<file path="src/verilog/lcd_pkg.sv">
// Shared constants and types for the segment display driver.
package lcd_pkg;
  localparam logic [7:0] mem_base_addr = 8'h80;
  localparam logic [7:0] mem_last_addr = 8'haf;
  localparam logic [7:0] ctrl_addr     = 8'hde;
  localparam int mem_words     = 48;
  localparam int mem_bits      = 192;
  localparam int seg_count     = 32;
  localparam int com_count     = 4;
  localparam int map_width     = 1024;
  localparam int on_bit        = 0;
  localparam int duty_lo_bit   = 2;
  localparam logic       display_on_reset = 1'b0;
  localparam logic [1:0] duty_reset       = 2'h0;
  localparam int slow_osc_hz      = 32768;
  localparam int frame_div_long   = 1024;
  localparam int frame_div_third  = 768;
  localparam int slot_ticks_third = frame_div_third / 3;
  localparam logic [15:0] static_pair_reset = 16'h0000;

  typedef enum logic [1:0] {
    duty_quarter = 2'b00,
    duty_third   = 2'b01,
    duty_half    = 2'b10,
    duty_whole   = 2'b11
  } duty_type;

  typedef enum logic [1:0] {
    level_vss = 2'b00,
    level_vc1 = 2'b01,
    level_vc2 = 2'b10,
    level_vc3 = 2'b11
  } level_type;

  function automatic logic [1:0] last_com(input logic [1:0] duty);
    last_com = 2'h3 - duty;
  endfunction

  // Index of the last oscillator tick of one backplane slot; a whole-duty slot is 1024 ticks.
  function automatic logic [9:0] slot_last(input logic [1:0] duty);
    case (duty)
      duty_quarter: slot_last = 10'(frame_div_long / 4 - 1);
      duty_third:   slot_last = 10'(slot_ticks_third - 1);
      duty_half:    slot_last = 10'(frame_div_long / 2 - 1);
      default:      slot_last = 10'(frame_div_long - 1);
    endcase
  endfunction

  function automatic logic [10:0] frame_ticks(input logic [1:0] duty);
    frame_ticks = (duty == duty_third) ? 11'(frame_div_third) : 11'(frame_div_long);
  endfunction

  // Entry (seg*4+com) holds the memory bit index shown at that segment position.
  function automatic logic [map_width-1:0] default_map();
    logic [map_width-1:0] m;
    m = '0;
    for (int s = 0; s < seg_count; s++) begin
      for (int c = 0; c < com_count; c++) begin
        m[(s*com_count+c)*8 +: 8] = 8'(c*seg_count + s);
      end
    end
    return m;
  endfunction

  function automatic logic [mem_bits-1:0] first_backplane_line_mask(input logic [map_width-1:0] map);
    logic [mem_bits-1:0] m;
    m = '0;
    for (int s = 0; s < seg_count; s++) begin
      m[map[s*com_count*8 +: 8]] = 1'b1;
    end
    return m;
  endfunction
endpackage

</file>
<file path="src/verilog/lcd_frame_timer.sv">
// Frame timing: slow oscillator sampling, slot sequencing and frame polarity.
`timescale 1ns/1ps
module lcd_frame_timer (
  input  wire logic       clk,
  input  wire logic       rst,
  input  wire logic       osc_pin,
  input  wire logic       enable,
  input  wire logic [1:0] duty,
  output logic      [1:0] slot,
  output logic            polarity,
  output logic            frame_start,
  output logic            tick
);
  logic       sync1_reg;
  logic       sync2_reg;
  logic       sync3_reg;
  logic       osc_level_reg;
  logic [9:0] tick_cnt_reg;
  logic [1:0] slot_reg;
  logic       polarity_reg;
  logic       frame_start_reg;

  always_ff @(posedge clk) begin
    sync1_reg <= osc_pin;
    sync2_reg <= sync1_reg;
    sync3_reg <= sync2_reg;
  end

  always_ff @(posedge clk) begin
    if (rst) begin
      osc_level_reg <= 1'b0;
    end else if (sync2_reg == sync3_reg) begin
      osc_level_reg <= sync2_reg;
    end
  end

  assign tick = sync2_reg && sync3_reg && !osc_level_reg;

  // Each backplane slot lasts the same number of oscillator periods.
  always_ff @(posedge clk) begin
    if (rst || !enable) begin
      tick_cnt_reg    <= 10'h000;
      slot_reg        <= 2'h0;
      polarity_reg    <= 1'b0;
      frame_start_reg <= 1'b0;
    end else begin
      frame_start_reg <= 1'b0;
      if (tick) begin
        if (tick_cnt_reg >= lcd_pkg::slot_last(duty)) begin
          tick_cnt_reg <= 10'h000;
          if (slot_reg >= lcd_pkg::last_com(duty)) begin
            slot_reg        <= 2'h0;
            polarity_reg    <= !polarity_reg;
            frame_start_reg <= 1'b1;
          end else begin
            slot_reg <= slot_reg + 2'h1;
          end
        end else begin
          tick_cnt_reg <= tick_cnt_reg + 10'h001;
        end
      end
    end
  end

  assign slot        = slot_reg;
  assign polarity    = polarity_reg;
  assign frame_start = frame_start_reg;
endmodule // lcd_frame_timer

</file>
<file path="src/verilog/lcd_drive_levels.sv">
// Four-level backplane and electrode waveform generation.
`timescale 1ns/1ps
module lcd_drive_levels (
  input  wire logic        clk,
  input  wire logic        rst,
  input  wire logic        display_on,
  input  wire logic [1:0]  slot,
  input  wire logic        polarity,
  input  wire logic [31:0] lit,
  output logic      [7:0]  com_level,
  output logic      [63:0] seg_level
);
  logic [7:0]  com_level_reg;
  logic [63:0] seg_level_reg;

  // Selected pairs see three steps; all other pairs see one step.
  always_ff @(posedge clk) begin
    if (rst || !display_on) begin
      com_level_reg <= {4{lcd_pkg::level_vc1}};
      seg_level_reg <= {32{lcd_pkg::level_vc1}};
    end else begin
      for (int c = 0; c < 4; c++) begin
        if (slot == 2'(c)) begin
          com_level_reg[c*2 +: 2] <= polarity ? lcd_pkg::level_vss : lcd_pkg::level_vc3;
        end else begin
          com_level_reg[c*2 +: 2] <= polarity ? lcd_pkg::level_vc2 : lcd_pkg::level_vc1;
        end
      end
      for (int s = 0; s < 32; s++) begin
        if (lit[s]) begin
          seg_level_reg[s*2 +: 2] <= polarity ? lcd_pkg::level_vc3 : lcd_pkg::level_vss;
        end else begin
          seg_level_reg[s*2 +: 2] <= polarity ? lcd_pkg::level_vc1 : lcd_pkg::level_vc2;
        end
      end
    end
  end

  assign com_level = com_level_reg;
  assign seg_level = seg_level_reg;
endmodule // lcd_drive_levels

</file>
<file path="src/verilog/lcd_segment_driver.sv">
// Segment display driver top: registers, display memory, decoder and outputs.
`timescale 1ns/1ps
// Contract
// - Four backplane lines, thirty-two electrode outputs.
// - Duty field selects quarter, third, half, whole.
// - Backplane lines used follow the duty.
// - Frame is 1024 oscillator periods, 768 at third.
// - Four-level multiplexed drive, internally generated levels.
// - Off after reset; off blanks all at level one; static_out and static_oe still follow the first-slot bits.
// - Display bit reads back; off keeps memory.
// - Control nibble: on, zero, two duty bits.
// - Forty-eight write-only nibbles, reads return nothing.
// - Memory one lights segment, zero darkens.
// - Fixed decoder maps any bit anywhere.
// - Electrode pairs fixed as multiplexed or static.
// - Static output drives first-slot bit, push-pull/open-drain.
// - Reset sets first-slot bits; static outputs high.
module lcd_segment_driver #(
  parameter logic [lcd_pkg::map_width-1:0] seg_map      = lcd_pkg::default_map(),
  parameter logic [15:0]                   static_pairs = lcd_pkg::static_pair_reset,
  parameter logic [31:0]                   open_drain   = 32'h0000_0000
) (
  input  wire logic        clk,
  input  wire logic        rst,
  input  wire logic        osc_pin,
  input  wire logic [7:0]  addr,
  input  wire logic [3:0]  wdata,
  input  wire logic        wr,
  input  wire logic        rd,
  output logic      [3:0]  rdata,
  output logic      [7:0]  backplane_lines,
  output logic      [63:0] electrode_outputs,
  output logic      [31:0] static_out,
  output logic      [31:0] static_oe,
  output logic      [31:0] static_mode
);
  logic                         display_on_bit_reg;
  logic [1:0]                   duty_reg;
  logic [3:0]                   mem_reg [lcd_pkg::mem_words];
  logic [lcd_pkg::mem_bits-1:0] mem_flat;
  logic [3:0]                   rdata_reg;
  logic [31:0]                  static_out_reg;
  logic [31:0]                  static_oe_reg;
  logic [31:0]                  lit_now;
  logic [31:0]                  first_slot_bits;
  logic [31:0]                  pair_static;
  logic [1:0]                   slot;
  logic                         polarity;
  logic                         frame_start;
  logic                         tick;

  // Control nibble: bit 0 display on, bit 1 constant zero, bits 3..2 duty.
  always_ff @(posedge clk) begin
    if (rst) begin
      display_on_bit_reg <= lcd_pkg::display_on_reset;
      duty_reg           <= lcd_pkg::duty_reset;
    end else if (wr && addr == lcd_pkg::ctrl_addr) begin
      display_on_bit_reg <= wdata[lcd_pkg::on_bit];
      duty_reg           <= wdata[lcd_pkg::duty_lo_bit +: 2];
    end
  end

  // Display memory; turning the display off does not touch it.
  localparam logic [lcd_pkg::mem_bits-1:0] mem_reset_image = lcd_pkg::first_backplane_line_mask(seg_map);
  always_ff @(posedge clk) begin
    for (int w = 0; w < lcd_pkg::mem_words; w++) begin
      if (rst) begin
        mem_reg[w] <= mem_reset_image[w*4 +: 4];
      end else if (wr && addr == lcd_pkg::mem_base_addr + 8'(w)) begin
        mem_reg[w] <= wdata;
      end
    end
  end

  // Flat bit view of the memory, indexed by the decoder map.
  always_comb begin
    for (int w = 0; w < lcd_pkg::mem_words; w++) begin
      mem_flat[w*4 +: 4] = mem_reg[w];
    end
  end

  // Read data stand for exactly one cycle; memory and unmapped reads give zero.
  always_ff @(posedge clk) begin
    if (rst) begin
      rdata_reg <= 4'h0;
    end else if (rd && addr == lcd_pkg::ctrl_addr) begin
      rdata_reg <= {duty_reg, 1'b0, display_on_bit_reg};
    end else begin
      rdata_reg <= 4'h0;
    end
  end

  // Decoder: every segment position picks its bit through the fixed map.
  always_comb begin
    for (int s = 0; s < 32; s++) begin
      lit_now[s]         = mem_flat[seg_map[(s*4 + int'(slot))*8 +: 8]];
      first_slot_bits[s] = mem_flat[seg_map[s*4*8 +: 8]];
      pair_static[s]     = static_pairs[s/2];
    end
  end

  // Static electrodes drive logic levels; open-drain ones only pull low.
  always_ff @(posedge clk) begin
    if (rst) begin
      static_out_reg <= 32'h0000_0000;
      static_oe_reg  <= 32'h0000_0000;
    end else begin
      static_out_reg <= first_slot_bits & pair_static;
      static_oe_reg  <= pair_static & ~(open_drain & first_slot_bits);
    end
  end

  lcd_frame_timer u_timer (
    .clk         (clk),
    .rst         (rst),
    .osc_pin     (osc_pin),
    .enable      (display_on_bit_reg),
    .duty        (duty_reg),
    .slot        (slot),
    .polarity    (polarity),
    .frame_start (frame_start),
    .tick        (tick)
  );

  lcd_drive_levels u_levels (
    .clk        (clk),
    .rst        (rst),
    .display_on (display_on_bit_reg),
    .slot       (slot),
    .polarity   (polarity),
    .lit        (lit_now),
    .com_level  (backplane_lines),
    .seg_level  (electrode_outputs)
  );

  assign rdata       = rdata_reg;
  assign static_out  = static_out_reg;
  assign static_oe   = static_oe_reg;
  assign static_mode = pair_static;

  // Helper: oscillator ticks counted since the last frame start.
  logic [10:0] frame_tick_cnt;
  logic        frame_clean;
  always_ff @(posedge clk) begin
    if (rst || !display_on_bit_reg) begin
      frame_tick_cnt <= 11'h000;
      frame_clean    <= 1'b0;
    end else if (frame_start) begin
      frame_tick_cnt <= tick ? 11'h001 : 11'h000;
      frame_clean    <= 1'b1;
    end else begin
      frame_tick_cnt <= frame_tick_cnt + (tick ? 11'h001 : 11'h000);
      if (wr && addr == lcd_pkg::ctrl_addr) begin
        frame_clean <= 1'b0;
      end
    end
  end
endmodule // lcd_segment_driver

</file>
<file path="config.mk">
export PLATFORM = sky130hd
export DESIGN_NAME = lcd_segment_driver
export DESIGN_NICKNAME = d
export VERILOG_FILES = /design/src/verilog/lcd_pkg.sv /design/src/verilog/lcd_frame_timer.sv /design/src/verilog/lcd_drive_levels.sv /design/src/verilog/lcd_segment_driver.sv
export SDC_FILE = /design/constraint.sdc
export NUM_CORES = 1
export LEC_CHECK = 0
export BUFFER_PORTS_ARGS = -buffer_cell sky130_fd_sc_hd__buf_4
export CAP_MARGIN = 20
export CORE_ASPECT_RATIO = 0.9
export CORE_MARGIN = 4
export CORE_UTILIZATION = 30
export CTS_CLUSTER_DIAMETER = 200
export DETAILED_ROUTE_END_ITERATION = 12
export SETUP_SLACK_MARGIN = 0.4
export SLEW_MARGIN = 25
export SYNTH_ARGS = -nofsm -noshare
export SYNTH_HDL_FRONTEND = slang
export SYNTH_SLANG_ARGS = --single-unit
</file>
<file path="constraint.sdc">
create_clock -name clk -period 2 [get_ports clk]
set_input_delay 0.2 -clock clk [delete_from_list [all_inputs] [get_ports clk]]
set_output_delay 0.2 -clock clk [all_outputs]
set_load 0.01 [all_outputs]
</file>
==> impl_metrics.tcl, run 1 <==
set metrics [dict create \
    cts_tree "done" \
    crit_path_max_fanout 5 \
    grt_pass1_vias 5293 \
    fin_ws_ps 130.2 \
    antenna_cells 0 \
    cp.depth 6 \
    synth.distinct_cells 41 \
    hold_viol 0 \
    largest_register_ff_count 128 \
    avgSynthCellArea_um2 12.18 \
    ys.flop_type "edfxtp_1" \
    die_area_mm2 0.03437 \
    status "completed" \
    finalSetupViolCount 0 \
    skew_ps 12.61 \
    core-area_mm2 0.03099 \
    die_width_um 195.0 \
    cts_buffers 17 \
    postSynth.asyncResetShare_pct 0 \
    rows 61 \
    fin_crit_sh_pct 93.49 \
    maxSlewViolCount 0 \
    hold_class "input port to register" \
    cts.sinks 192 \
    die_h_um 176.3 \
    clock_path_buffers 2 \
    drive_gt1_share_pct 24.82 \
    regToRegSetupSlack_ps 130 \
    gp_congestion 0.7350 \
    p_leak_nw 4.457 \
    io_pins 189 \
    max_stage_delay_ps 560 \
    max-slew-margin-rel_pct 62.88 \
    vias 5546 \
    hold_path_depth 3 \
    grt_max_degree 61 \
    overflow 0 \
    r2r_start "duty_reg[1]" \
    rsz0062_at_grt "yes" \
    worst-path-buf-inv 0 \
    portBuffers 91 \
    syn_area_mm2 0.009439 \
    start_util_pct 30.46 \
    startpoint_type "register" \
    crit_family "simple AND/OR/NAND/NOR gates" \
    startpoint "duty_reg[1]" \
    max_freq_mhz 534.8 \
    rr_worst_depth 6 \
    cp.required_ps 2360 \
    final_nets 868 \
    drtAntennaViolNets 0 \
    grt_util_all_layers_pct 11.82 \
    dp_slack_ps 114.5 \
    yosysMostFrequentCell "buf_4" \
    seqCellArea_mm2 0.005132 \
    yosysWarnings 0 \
    seq_area_frac_synth_pct 54.29 \
    cp_data_arrival_time_ps 2230 \
    synth_area_leaders "edfxtp_1 41%, dfxtp_1 14%, buf_4 10%" \
    drc 0 \
    synth.top_cell.area_share_pct 40.72 \
    totalWireLength_mm 21.02 \
    cp-end-kind "register" \
    rr_endpoint "u_timer.slot[0]" \
    wl_per_cell_um 16.75 \
    critPathKind "register to register" \
    powerDensity_mw_per_mm2 764.4 \
    ys_ff_latch 192 \
    drtIter0Drc 418 \
    synth_edf_count 128 \
    cp_slowest_cell "or4b_4" \
    vdd_drop_max_mv 0.7126 \
    synthCells 775 \
    max_cap_viol_count 0 \
    clk_pin_slew_worst_paths_ps 70 \
    worstMarginPinSlew_ps 552.5 \
    ys_top_cells_by_count "130 x buf_4, 128 x edfxtp_1, 92 x and3_1" \
    htree_levels 4 \
    multiInputGateArea_mm2 0.003550 \
    fill_cells 3051 \
    viasPerCell 4.419 \
    synth_area_leader_cell "edfxtp_1" \
    antenna_found_initial 0 \
    dp_hpwl_mm 13.32 \
    syn2layout_area_growth_pct 14.90 \
    cp-endpoint "u_timer.slot[0]" \
    insertion_delay_ps 440 \
    finalSetupTns_ps 0 \
    dr.pass1.iters 4 \
    grt_pass1_wl_mm 31.46 \
    fin_crit_ps 1870 \
    cts_root_buffer "clkbuf_16" \
    crit_chain "nand2_4 > ha_4 > nand4_1 > o31a_1 > or4b_4 > a21oi_2" \
]
[cells by family (layout without fill, tap and decap cells)]
kind of cell,count (synthesis),count (layout),synth area share (%)
compound gates,43,43,3.234
simple gates,256,256,15.43
other cells,1,97,0.03973
buf+inv,188,163,12.75
flops,192,192,54.29
mux,36,36,8.059
fa+ha+maj,18,18,2.386
xor+xnor,41,41,3.804
[timing repair]
action / in CTS / in global routing
cloned: 2 / 0
resized for setup: 4 / 5
hold buffers: 1 / 0
pin swaps: 1 / 5
endpoints found under the hold margin: 1 / 0
endpoints found under the setup margin: 47 / 46
buffers inserted: 3 / 1
[worst min-delay path: cells and delay by family]
kind,cells,cell delay (ps)
buffers and inverters,1,230
multiplexers,1,170
AND/OR/NAND/NOR,1,50
[where the power goes]
part           total [mW]  switching [mW]  leakage [nW]  internal [mW]
logic               0.444           0.305          2.41          0.139
registers            4.40          0.0447          1.75           4.35
clock network        3.45            1.66         0.289           1.79
[placed cells by master, fill, tap and decap left out, types with 4 or more instances in the layout]
master	Yosys	layout
conb_1	1	97
and3_1	92	92
inv_8	0	4
and2_1	11	11
ha_1	18	16
or3_1	34	34
nand2_1	13	12
buf_12	0	4
buf_4	130	115
mux4_2	32	32
clkbuf_16	0	17
edfxtp_1	128	128
nor2_1	57	57
a21o_1	32	32
nor3_1	9	7
inv_1	8	7
nand2b_1	9	8
a21oi_1	6	4
mux2i_1	4	4
or2_2	4	4
xnor2_1	38	38
dfxtp_1	64	60
nand3_1	4	4
[worst min-delay path by stage]
stage | from | end | slack [ps]
after CTS | wdata[3] | duty_reg[1] | 230
after global placement | osc_pin | u_timer.sync1_reg | 310
final | wdata[3] | duty_reg[1] | 250
after global routing | wdata[3] | duty_reg[1] | 250
after detailed placement | osc_pin | u_timer.sync1_reg | 310
after floorplan | osc_pin | u_timer.sync1_reg | 230
[metrics by stage]
stage / hold WS, ps / power (mW) / util [%] / instance area [um^2] / instances
2_1_floorplan: 227.7 / 4.916 / - / 9862 / 871
3_3_place_gp: 308.0 / 4.916 / 32.62 / 10110 / 1216
3_5_place_dp: 307.7 / 4.926 / 32.62 / 10110 / 1216
4_1_cts: 234.3 / 8.373 / 34.91 / 10820 / 1254
5_1_grt: 251.3 / 8.584 / 35.00 / 10850 / 1255
6_report: 250.3 / 8.290 / 35.00 / 10850 / 1255
[layout make-up]
| type | instances | share of cell area [%] |
|---|---|---|
| clock buffers | 17 | 3.922 |
| clock inverters | 15 | 1.581 |
| inverters | 9 | 0.3346 |
| multi-input cells | 491 | 32.73 |
| flip-flops and latches | 192 | 47.32 |
| well taps | 409 | 4.719 |
| repair buffers | 122 | 9.391 |
[per-layer routing]
| metal | part of all wire (%) | global-route usage (%) | up-vias | routed length (um) |
|---|---|---|---|---|
| li1 | - | - | 2648 | - |
| met1 | 45 | 16.12 | 2745 | 9414 |
| met2 | 49 | 19.43 | 142 | 10360 |
| met3 | 4.9 | 2.690 | 11 | 1032 |
| met4 | 1.0 | 2.560 | 0 | 210 |
| met5 | 0 | 0 | - | 0 |
Power figures use the tool's default switching activity.
==> run 2, diff against run 1 <==
--- a/config.mk
+++ b/config.mk
@@ -9,9 +9,10 @@
 export CAP_MARGIN = 20
 export CORE_ASPECT_RATIO = 0.9
 export CORE_MARGIN = 4
-export CORE_UTILIZATION = 30
+export CORE_UTILIZATION = 50
 export CTS_CLUSTER_DIAMETER = 200
 export DETAILED_ROUTE_END_ITERATION = 12
+export PLACE_DENSITY = 0.76
 export SETUP_SLACK_MARGIN = 0.4
 export SLEW_MARGIN = 25
 export SYNTH_ARGS = -nofsm -noshare
==> run 2 against run 1 <==
Sequential share of layout area up 0.73 points. Flip-flop and latch count unchanged. Via count up 5.0%. Final area down 1.4%. Largest cell class unchanged. Count of clock-buffer cells in the layout up 7. Die area down 38%. Combinational power down 0.9%. Critical path depth up 2. Register-to-register slack better by 90 ps. First-iteration DRC count up 12%.
==> impl_metrics.tcl, run 2 (synthesized netlist as in run 1, its figures left out) <==
set metrics [dict create \
    status "completed" \
    final_nets 873 \
    cts_tree "done" \
    max_stage_delay_ps 380 \
    max_freq_mhz 560.4 \
    dp_hpwl_mm 12.57 \
    cts.sinks 192 \
    hold_viol 0 \
    fill_cells 1412 \
    die_h_um 138.3 \
    startpoint "duty_reg[1]" \
    drc 0 \
    cp_data_arrival_time_ps 2150 \
    antenna_cells 0 \
    rows 47 \
    maxSlewViolCount 0 \
    layout_commonest_cell "edfxtp_1" \
    total_power_mw 8.161 \
    grt_util_all_layers_pct 18.03 \
    p_comb_share_pct 5.4 \
    start_util_pct 51.12 \
    grt_pass1_vias 5535 \
    die_area_mm2 0.02114 \
    worst-path-buf-inv 2 \
    drtAntennaViolNets 0 \
    io_pins 189 \
    grt_max_degree 61 \
    cts_root_buffer "clkbuf_16" \
    startpoint_type "register" \
    cp.required_ps 2370 \
    p_leak_nw 4.463 \
    critPathKind "register to register" \
    rsz0062_at_grt "yes" \
    die_width_um 152.8 \
    max-slew-margin-rel_pct 51.98 \
    multiInputGateArea_mm2 0.003582 \
    max_cap_viol_count 0 \
    finalSetupTns_ps 0 \
    swShare_pct 21.83 \
    largest_register_ff_count 128 \
    powerDensity_mw_per_mm2 762.8 \
    finalSetupViolCount 0 \
    drtIter0Drc 467 \
    crit_path_max_fanout 5 \
    hp-start "rst" \
    cts_buffers 17 \
    r2r_start "duty_reg[1]" \
    power_switching_mw 1.781 \
    fin_crit_ps 1784 \
    p_seq_share_pct 53.9 \
    pwr-share-clk_pct 40.7 \
    clock_path_buffers 2 \
    clk_pin_slew_worst_paths_ps 70 \
    grt_pass1_wl_mm 30.48 \
    skew_ps 10.34 \
    layout_common_cells "128 x edfxtp_1, 116 x buf_4, 97 x conb_1" \
    totalWireLength_mm 19.97 \
    core-area_mm2 0.01847 \
    overflow 0 \
    cp_slowest_cell "dfxtp_4" \
    drive_gt1_share_pct 25.38 \
    viasPerCell 5.316 \
    crit_chain "nand2_4 > ha_4 > nand4_1 > o31a_1 > buf_4 > buf_6 > nand4b_1 > a21oi_2" \
    gp_congestion 0.8007 \
    insertion_delay_ps 440 \
    htree_levels 4 \
    fin_crit_sh_pct 89.22 \
    portBuffers 91 \
    antenna_found_initial 0 \
    vdd_drop_max_mv 0.4537 \
    dr.pass1.iters 5 \
    intPower_mw 6.379 \
    vias 5826 \
    syn2layout_area_growth_pct 13.34 \
    crit_family "compound AO/OA/AOI/OAI gates" \
    worstMarginPinSlew_ps 718.8 \
    wl_per_cell_um 18.22 \
    cp-end-kind "register" \
    hold_class "input port to register" \
    seqCellArea_mm2 0.005141 \
]
## run 2: final timing paths
path,slack (ps),cells after the start,end
setup / recovery,220,8,u_timer.slot[1]
hold / removal,200,3,u_levels.seg_level[62]
setup reg to reg,220,8,u_timer.slot[1]
hold reg to reg,340,0,u_timer.sync2_reg
## run 2: timing repair
item	in CTS	in global routing
cloned	2	2
hold buffers	2	0
buffers inserted	1	4
pin swaps	5	10
endpoints found under the setup margin	18	43
gates resized for setup	3	22
hold endpoints to repair	4	0
## run 2: final cells by class
class | count | share of cell area (%)
Clock buffer | 24 | 4.702
Tap cell | 245 | 2.865
Inverter | 9 | 0.3392
Sequential cell | 192 | 48.06
Multi-Input combinational cell | 492 | 33.49
Timing Repair Buffer | 126 | 9.825
Clock inverter | 8 | 0.7251
## run 2: stage by stage
stage                     area, um^2  hold slack [ps]  cells  utilization (%)  setup slack (ps)
final                          10700            202.3   1096            57.93             215.6
after global routing           10700            219.8   1096            57.93             125.0
after CTS                      10550            186.0   1090            57.16             234.0
after detailed placement        9886            306.0   1053            53.54             174.4
after global placement          9886            312.4   1053            53.54             185.2
after floorplan                 9862            227.7    871                -             242.4
## run 2: routing by layer
metal	share of wire [%]	vias up	GRT usage, %
met5	0	-	0
met4	1.6	0	6.423
met3	6.6	32	2.938
met2	53	257	31.15
met1	39	2876	23.10
li1	-	2661	-
## run 2: power groups by stage
stage,Combinational [mW],Clock (mW),Sequential [mW]
floorplan,0.453,0,4.46
global placement,0.418,0,4.48
detailed placement,0.426,0,4.49
CTS,0.432,3.34,4.41
global route,0.474,3.52,4.41
finish,0.440,3.32,4.40
## run 2: worst reg2reg max path: stages, from the launching register on
cell and delay, ps:
dfxtp_4 380, nand2_4 50, ha_4 260, nand4_1 80, o31a_1 310, buf_4 160
buf_6 120, nand4b_1 200, a21oi_2 160
